`config.mk`:
```
export PLATFORM = sky130hd
export DESIGN_NAME = bdtp_port
export DESIGN_NICKNAME = d
export VERILOG_FILES = /design/src/common/bdtp_pkg.sv /design/src/core/bdtp_buf2.sv /design/src/core/bdtp_port.sv
export VERILOG_INCLUDE_DIRS = /design/src /design/src/common
export SDC_FILE = /design/constraint.sdc
export NUM_CORES = 1
export LEC_CHECK = 0
export ABC_AREA = 1
export BUFFER_PORTS_ARGS = -buffer_cell sky130_fd_sc_hd__buf_2
export CAP_MARGIN = 5
export CORE_MARGIN = 1
export CORE_UTILIZATION = 35
export CTS_BUF_LIST = sky130_fd_sc_hd__clkbuf_4
export DETAILED_ROUTE_END_ITERATION = 12
export SYNTH_ARGS = -nofsm -noshare
export SYNTH_HDL_FRONTEND = slang
export SYNTH_SLANG_ARGS = --single-unit
```
`constraint.sdc`:
```
create_clock -name ref_clk -period 2.2 [get_ports ref_clk]
set_clock_uncertainty 0.2 [all_clocks]
set_input_delay 0.11 -clock ref_clk [delete_from_list [all_inputs] [get_ports ref_clk]]
set_output_delay 0.11 -clock ref_clk [all_outputs]
set_load 0.005 [all_outputs]
```
`src/common/bdtp_consts.svh`:
```
`ifndef BDTP_CONSTS_SVH
`define BDTP_CONSTS_SVH

// ==========================================================================
// Field values and sizes
`define BDTP_PST_HALT      4'hF
`define BDTP_PST_START_C   4'hC
`define BDTP_PST_START_D   4'hD
`define BDTP_PACKET_BITS   6'h11
`define BDTP_SYNC_STAGES   2
`define BDTP_SO_IDLE       1'b0
`define BDTP_DDATA_MANUAL_BREAKPOINT_IN    4'h8
`define BDTP_STATUS_DLY_NS 50
`define BDTP_CLK_PERIOD_NS 100

`endif

```
`src/common/bdtp_pkg.sv`:
```
// ==========================================================================
// Types shared by the debug and trace port
package bdtp_pkg;
    // Trace bundle from the core
    typedef struct packed {
        logic [3:0] status;
        logic [3:0] data;
        logic       valid;
    } bdtp_trace_s;

    // One serial packet word
    typedef logic [16:0] bdtp_word_t;

    typedef enum logic [1:0] {
        BDTP_RUN,
        BDTP_WAIT_END,
        BDTP_HALTED
    } bdtp_core_e;
endpackage : bdtp_pkg

```
`src/core/bdtp_buf2.sv`:
```
`timescale 1ns/1ps
`default_nettype none
// ==========================================================================
// Two-entry buffer, read data muxed combinationally from storage
module bdtp_buf2 (
    input  wire logic          ref_clk,
    input  wire logic          rst_n,
    input  wire logic [16:0]   in_data,
    input  wire logic          in_valid,
    output logic               in_ready,
    output logic [16:0]        out_data,
    output logic               out_valid,
    input  wire logic          out_ready
);
    logic [16:0] mem [0:1];
    logic        wr_ptr;
    logic        rd_ptr;
    logic [1:0]  count;
    wire         push = in_valid && in_ready;
    wire         pop  = out_valid && out_ready;

    // Ready is honest: low only when both entries hold data
    assign in_ready  = (count != 2'h2);
    assign out_valid = (count != 2'h0);
    assign out_data  = mem[rd_ptr];

    // Storage
    always_ff @(posedge ref_clk) begin
        if (push) begin
            mem[wr_ptr] <= in_data;
        end
    end

    // Pointers and fill level
    always_ff @(posedge ref_clk) begin
        if (!rst_n) begin
            wr_ptr <= 1'b0;
            rd_ptr <= 1'b0;
            count  <= 2'h0;
        end else begin
            if (push) begin
                wr_ptr <= ~wr_ptr;
            end
            if (pop) begin
                rd_ptr <= ~rd_ptr;
            end
            count <= count + {1'b0, push} - {1'b0, pop};
        end
    end
endmodule : bdtp_buf2
`default_nettype wire

```
`src/core/bdtp_port.sv`:
```
`timescale 1ns/1ps
`default_nettype none
`include "bdtp_consts.svh"
// ==========================================================================
// Background debug serial port and real-time trace outputs
module bdtp_port (
    input  wire logic                 ref_clk,
    input  wire logic                 rst_n,
    // Serial link pins
    input  wire logic                 debug_serial_clock,
    input  wire logic                 debug_serial_in,
    output logic                      debug_serial_out,
    // Manual breakpoint pin, active low
    input  wire logic                 manual_breakpoint_in_n,
    // Control bits
    input  wire logic                 breakpoint_disable,
    input  wire logic                 status_clock_disable,
    // Core side
    input  wire bdtp_pkg::bdtp_trace_s core_trace,
    input  wire logic                 core_instr_done,
    input  wire logic                 core_resume,
    input  wire logic                 core_in_reset,
    output logic                      core_halt,
    output logic                      core_debug_irq,
    // Received packets toward the debug module, reply words from it
    output logic [16:0]               rx_word,
    output logic                      rx_valid,
    input  wire logic                 rx_ready,
    input  wire logic [16:0]          tx_word,
    input  wire logic                 tx_load,
    // Trace pins
    output logic [3:0]                processor_status_out,
    output logic [3:0]                debug_data_out,
    output logic                      status_clock_out,
    output logic                      all_status_and_out
);
    import bdtp_pkg::*;

    // ======================================================================
    // Input synchronisers
    logic [1:0] sclk_sync;
    logic [1:0] sin_sync;
    logic [1:0] manual_breakpoint_in_sync;

    always_ff @(posedge ref_clk) begin
        sclk_sync <= {sclk_sync[0], debug_serial_clock};
        sin_sync  <= {sin_sync[0], debug_serial_in};
        manual_breakpoint_in_sync <= {manual_breakpoint_in_sync[0], manual_breakpoint_in_n};
    end

    // ======================================================================
    // Serial clock validation
    logic sclk_prev;
    logic sclk_level;
    wire  sclk_agree = (sclk_sync[1] == sclk_prev);
    wire  sclk_rise  = sclk_agree && sclk_prev && !sclk_level;

    // Level taken only when two consecutive samples agree
    always_ff @(posedge ref_clk) begin
        if (!rst_n) begin
            sclk_prev  <= 1'b0;
            sclk_level <= 1'b0;
        end else begin
            sclk_prev <= sclk_sync[1];
            if (sclk_agree) begin
                sclk_level <= sclk_prev;
            end
        end
    end

    // ======================================================================
    // Serial shifter
    logic [16:0] shift_in;
    logic [16:0] shift_out;
    logic [5:0]  bit_cnt;
    logic        buf_in_ready;
    wire         word_done = sclk_rise && (bit_cnt == `BDTP_PACKET_BITS - 6'h1);
    wire [16:0]  next_shift_in = {shift_in[15:0], sin_sync[1]};

    // Sample on the accepted rising edge; no stall, shifting goes on when the buffer is full
    always_ff @(posedge ref_clk) begin
        if (!rst_n) begin
            shift_in  <= 17'h00000;
            shift_out <= 17'h00000;
            bit_cnt   <= 6'h00;
        end else if (sclk_rise) begin
            shift_in  <= next_shift_in;
            shift_out <= {shift_out[15:0], 1'b0};
            bit_cnt   <= word_done ? 6'h00 : bit_cnt + 6'h01;
        end else if (tx_load && bit_cnt == 6'h00) begin
            shift_out <= tx_word;
        end
    end

    // Output bit registered at the edge that accepts the high level.
    // The bit is taken before the shift, so the first reply bit is
    // the top bit of the loaded word and no bit is skipped.
    // Waiting any longer would let the change slip past the point
    // where the probe has already dropped its clock again.
    always_ff @(posedge ref_clk) begin
        if (!rst_n) begin
            debug_serial_out <= `BDTP_SO_IDLE;
        end else if (sclk_rise) begin
            debug_serial_out <= shift_out[16];
        end
    end

    // Word handoff; a word finishing while full is dropped by the buffer's ready
    wire buf_push = word_done && buf_in_ready;

    bdtp_buf2 u_buf (
        .ref_clk   (ref_clk),
        .rst_n     (rst_n),
        .in_data   (next_shift_in),
        .in_valid  (buf_push),
        .in_ready  (buf_in_ready),
        .out_data  (rx_word),
        .out_valid (rx_valid),
        .out_ready (rx_ready)
    );

    // ======================================================================
    // Breakpoint handling
    logic       manual_breakpoint_in_prev;
    bdtp_core_e core_state;
    wire        manual_breakpoint_in_edge = !manual_breakpoint_in_sync[1] && manual_breakpoint_in_prev;

    always_ff @(posedge ref_clk) begin
        if (!rst_n) begin
            manual_breakpoint_in_prev      <= 1'b1;
            core_state     <= BDTP_RUN;
            core_halt      <= 1'b0;
            core_debug_irq <= 1'b0;
        end else begin
            manual_breakpoint_in_prev      <= manual_breakpoint_in_sync[1];
            core_debug_irq <= manual_breakpoint_in_edge && breakpoint_disable;
            case (core_state)
                BDTP_RUN: begin
                    if (manual_breakpoint_in_edge && !breakpoint_disable) begin
                        core_state <= BDTP_WAIT_END;
                    end
                end
                BDTP_WAIT_END: begin
                    if (core_instr_done) begin
                        core_state <= BDTP_HALTED;
                        core_halt  <= 1'b1;
                    end
                end
                BDTP_HALTED: begin
                    if (core_resume) begin
                        core_state <= BDTP_RUN;
                        core_halt  <= 1'b0;
                    end
                end
                default: begin
                    core_state <= BDTP_RUN;
                end
            endcase
        end
    end

    // ======================================================================
    // Trace outputs
    logic       pst_started;
    logic       manual_breakpoint_in_flag;
    wire [3:0]  next_status = core_halt ? `BDTP_PST_HALT : core_trace.status;
    wire        start_code  = (next_status == `BDTP_PST_START_C) ||
                              (next_status == `BDTP_PST_START_D) ||
                              (next_status == `BDTP_PST_HALT);
    wire        trace_quiet = status_clock_disable || !pst_started;
    wire [3:0]  next_data   = core_trace.valid ? core_trace.data :
                              (manual_breakpoint_in_flag ? `BDTP_DDATA_MANUAL_BREAKPOINT_IN : 4'h0);

    // Status clock held until a start code during reset processing
    always_ff @(posedge ref_clk) begin
        if (!rst_n) begin
            pst_started <= 1'b0;
        end else if (core_in_reset && start_code) begin
            pst_started <= 1'b1;
        end else if (!core_in_reset && !pst_started) begin
            pst_started <= 1'b1;
        end
    end

    // Breakpoint status flag shown on the data lines
    always_ff @(posedge ref_clk) begin
        if (!rst_n) begin
            manual_breakpoint_in_flag <= 1'b0;
        end else if (manual_breakpoint_in_edge) begin
            manual_breakpoint_in_flag <= 1'b1;
        end else if (!core_trace.valid && !trace_quiet) begin
            manual_breakpoint_in_flag <= 1'b0;
        end
    end

    // Status and data update on the core clock, frozen while quiet
    always_ff @(posedge ref_clk) begin
        if (!rst_n) begin
            processor_status_out <= 4'h0;
            debug_data_out       <= 4'h0;
            all_status_and_out   <= 1'b0;
        end else if (!trace_quiet) begin
            processor_status_out <= next_status;
            debug_data_out       <= next_data;
            all_status_and_out   <= &next_status;
        end else begin
            processor_status_out <= processor_status_out;
            debug_data_out       <= debug_data_out;
            all_status_and_out   <= &processor_status_out;
        end
    end

    // Status clock: negedge toggle at half the core clock rate, rising mid window.
    // Limitation: a half-period delay is the only one a single clock gives.
    logic status_clk_en;
    always_ff @(negedge ref_clk) begin
        if (!rst_n) begin
            status_clk_en <= 1'b0;
        end else begin
            status_clk_en <= !trace_quiet;
        end
    end


    // Rising edge placed half a period into a valid window.
    // The status outputs change on the rising core edge, so a rise
    // on the falling core edge lands in the middle of their window.
    // Trade-off: one flop on one edge only toggles, so the pin runs
    // at half the core rate; the probe still sees every rise centred.
    // Once the enable drops the pin is parked low and no further rising edge reaches the probe.
    always_ff @(negedge ref_clk) begin
        if (!rst_n) begin
            status_clock_out <= 1'b0;
        end else begin
            status_clock_out <= status_clk_en && !status_clock_out;
        end
    end

    // Debug data and status observable to the probe via the delayed clock.
    // Hazard: the enable is itself a falling-edge flop, so stopping
    // takes effect one falling edge late; the trace pins are already
    // frozen by then, so the probe never samples a moving value.
endmodule : bdtp_port
`default_nettype wire

```
; ---- Word level (Yosys, flattened, before mapping)
; Memories as Yosys holds them, arrays and structs flattened. A register that Yosys moved wholly into a read port is not among the register bits.
; Cells that the tools add are included.
; Widths: inputs -> output; s select.
[classes]
n_mux = 22
n_bitwise = 3
n_reduce_logical = 37
n_eq_ne = 11
addsub = 3
[op_table]
columns = operator, n
row1 = $mux 17, 2
row2 = $logic_and 1x1->1, 14
row3 = $eq 4x4->1 const B, 3
row4 = $mux 4, 3
row5 = $mux 1, 11
row6 = $reduce_bool 2->1, 5
row7 = $logic_not 1->1, 8
row8 = $ne 2x2->1 const B, 4
row9 = $reduce_and 4->1, 2
row10 = $add 6x1->6 const B, 1
row11 = $eq 6x5->1 const B, 1
row12 = $logic_not 6->1, 1
row13 = $mux 2, 3
row14 = $mux 6, 1
row15 = $pmux 2 s3, 1
row16 = $reduce_and 3->1, 2
row17 = $logic_or 1x1->1, 3
row18 = $not 1->1, 3
row19 = $add 2x1->2, 1
row20 = $eq 2x1->1 const B, 1
row21 = $eq 2x2->1 const B, 1
row22 = $logic_not 2->1, 1
row23 = $pmux 1 s2, 1
row24 = $reduce_or 2->1, 1
row25 = other kinds (2), 2
[word_totals]
elab_cells = 101
out_inout_bits = 31
mem_bits_rw = 34
mem_count = 1
register_bits = 70
in_bits = 38
[memory_table]
columns = memory, depth, width, read_ports, rd_clocked_by_memory_dff, write_ports, line
row1 = u_buf.mem, 2, 17, 1, 1, 1, bdtp_buf2.sv:15  ; logic [16:0] mem [0:1];

; ---- Logic depth before layout (Yosys ltp)
[depth]
ltp_word = 8
ltp_mapped = 9
mapped_depth_nobuf = 9

; ---- Cells and area by module
; From an unflattened synthesis, not the netlist that was laid out.
[unflattened]
cells_unflattened = 457
area_unflattened_um2 = 4315.4
[modules_own_cells]
columns = mod, cells_each, n_inst, area_per_inst_um2, seq_area_each_um2
row1 = bdtp_port, 368, 1, 2793.9, 1321.3
row2 = bdtp_buf2, 89, 1, 1521.5, 1121.1

==> results.md <==
* Power per Cell Area at 666 nW/um^2
* Met2 wire len at 4170 microns
* R2R Path End: shift_out[7]
* TritonCTS Buffers at 9
* Cells after Synth at 431
* Worst Hold Depth at 2
* Critical Path Fanout Max at 2
* Synth top area share at 34.6%
* Worst R2R Start: sclk_sync[1]
* First-pass GRT wire length at 13800 microns
* Ports at 69
* Hold Crit Start: debug_serial_in
* Seq pwr share at 59.5%
* Rel. slew slack at 78.2%
* #FFs+latches synth at about 110
* Clk Latency, worst-skew pair at between 0.4 and 0.5 ns
* Synth Cell Area at 4110 sq um
* Initial antenna violation count at 0
* Vias in the first global route at 3064
* Root Buffer: clkbuf_4
* Worst setup startpoint: status_clock_out
* Fill count at 1091
* TritonCTS clock tree: done
* Int Power at around 0.0026 W
* Pin count of the biggest net entering global routing at 38
* # rows at 39
* Global route overflow at 0
* P&R area growth vs syn at 30.2%
* Psw at 0.000978 W
* Asr flop ratio synth at 0%
* # Max-Cap Violations at 0
* Worst path slowest cell: dfxtp_2
* Max incr delay on CP at 0.35 ns
* WP buf/inv at 1
* Hpwl dp at 5130 microns
* Top-count cell post-synth: nor2_1
* Final setup vio count at 1
* Metal-1 WL at ~3900 microns
* Top delay family on crit path: flip-flops
* Diode count at 0
* Switching fraction of total power at 27.4%
* Post-synth top cells: 73 x nor2_1, 71 x dfxtp_1, 66 x nand2_1, 38 x inv_1, 34 x edfxtp_1
* Biggest area consumer among synthesized cells: dfxtp_1
* Wire per inst at 12.1 microns
* Die Height at 110 microns
* VDD IR max at 0.355 mV
* Count of input and output buffers at 68
* Worst Tran Pin Value at 0.324 ns
* Final Hold Vio Count at 0
* Routed WL at 8590 microns
* Failing checks: setup timing
* Vias per cell at 4.61
* Max Slew Vio Count at 0
* Reg2Reg Setup Slack at 0.04 ns
* Synth top area cells: dfxtp_1 35%, edfxtp_1 25%, nor2_1 6.7%
* Setup Crit Path Kind: reg -> out
* YS warnings at 0
* Register-to-Register Path Depth at 7
* Mapped Nets at 473
* # clock sinks at 105
* Post-route ant nets at 0
* Met3 WL post-DR at 406 microns
* Critical Path AT at 2.01 ns
* Worst path cell trace: buf_6
* PnR worst setup slack at -0.123 ns
* H-Tree Depth at 3
* Residual DRC at 0
* Post-synth EDFFs at 34
* CP Depth at 1
* Post-synthesis sequential area ratio at 59.4%
* Core Region at 11400 sq um
* Worst EP required at 1.89 ns
* Top layer reached by signal wires: met4
* Total GRT Usage at approximately 15%
* Hold path endpoint: sin_sync[0]
* Worst Hold Class: in -> reg
* Leakage at 2.24 nW
* Status: complete, but fails checks
* Worst slack, placed at about 0.27 ns
* DR iter-0 viols at around 200
* Via count at 3266
* CTS Buffer Depth at 2
* Critical Path Start Type: flop
* Initial Util at between 30 and 40%
* Unrepaired setup endpoints after global routing: yes
* Die Width at around 110 microns
* Clk slew on worst S/H paths at approximately 0.17 ns
* Die area at approximately 12000 sq um
* Final net count at ~600
* Synth Flop Type: dfxtp_1
* Total power at ~0.0036 W
* Avg Synthesized Cell Area at approximately 9.5 sq um
* Clock share of power at 27.4%
* DR pass1 iterations at 5
* Layout cell share with drive strength beyond 1 at between 20 and 25%
* Comb pwr share at 13.1%
* Routability Congestion at 0.757
* CP endpoint kind: primary output
* Cell variety after synth at 34
flip-flops by register name, indices dropped and copies added, names as in the netlist, 4 cells and up, named ones only:
name	cells
bit_cnt	6
debug_data_out	4
processor_status_out	4
shift_in	16
shift_out	17
u_buf.mem	34
cells in the final DEF, fill, tap and decap left out, types with 14 or more instances in the layout:
master and instances:
a21boi_0 14, a21oi_1 27, buf_2 67, dfxtp_1 70, dlygate4sd3_1 55, edfxtp_1 34, inv_1 39, mux2_2 17
nand2_1 66, nor2_1 71, o21ai_0 30
layout make-up:
class,instances,area [sq um],area share (%)
clock buffers,9,67.6,1.26
clock inverters,9,77.6,1.45
inverters,42,170,3.18
multi-input cells,266,1410,26.4
flip-flops and latches,105,2440,45.6
well taps,143,179,3.34
repair buffers,134,1000,18.8
through the flow:
step | hold WS (ns) | utilization (%) | TNS [ns] | instance area [sq um] | instances
2_1_floorplan | -0.0623 | - | 0 | 4120 | 431
5_1_grt | 0.0535 | 46.9 | -0.271 | 5350 | 708
4_1_cts | 0.0493 | 46.6 | -0.166 | 5320 | 706
6_report | 0.0859 | 46.9 | -0.123 | 5350 | 708
3_3_place_gp | 0.0143 | 40.5 | 0 | 4620 | 634
3_5_place_dp | 0.0146 | 40.5 | 0 | 4620 | 634
power by group through the flow:
stage / clock network [W] / registers [W] / logic (W)
2_1_floorplan: 0.00000854 / 0.00215 / 0.000266
3_3_place_gp: 0.00000854 / 0.00216 / 0.000376
3_5_place_dp: 0.00000854 / 0.00216 / 0.000383
4_1_cts: 0.00102 / 0.00212 / 0.000459
5_1_grt: 0.00111 / 0.00213 / 0.000529
6_report: 0.000977 / 0.00212 / 0.000468
cells by family (layout without fill, tap and decap cells):
kind of cell    Yosys count  in the layout  synth area share [%]
simple gates            166            166                  17.4
flops                   105            105                  59.4
compound gates           78             78                  10.6
buf+inv                  60            194                  6.51
mux                      17             17                  4.66
fa+ha+maj                 4              4                  1.22
xor+xnor                  1              1                 0.213
worst max-delay path by stage:
stage          slack, ns                to
2_1_floorplan       0.04     status_clk_en
3_3_place_gp        0.26     status_clk_en
3_5_place_dp        0.27     status_clk_en
4_1_cts            -0.17  status_clock_out
5_1_grt            -0.20  status_clock_out
6_report           -0.12  status_clock_out
timing repair:
item	4_1_cts	5_1_grt
pin swaps	0	1
hold buffers	55	0
gates resized for setup	1	5
hold endpoints to repair	54	0
setup buffers	0	2
endpoints found under the setup margin	1	4
gates cloned	0	0
routing by layer:
metal	up-vias	track usage, %
li1	1672	-
met1	1499	16.7
met2	80	26.1
met3	15	4.23
met4	0	4.70
met5	-	0
Power figures use the tool's default switching activity.
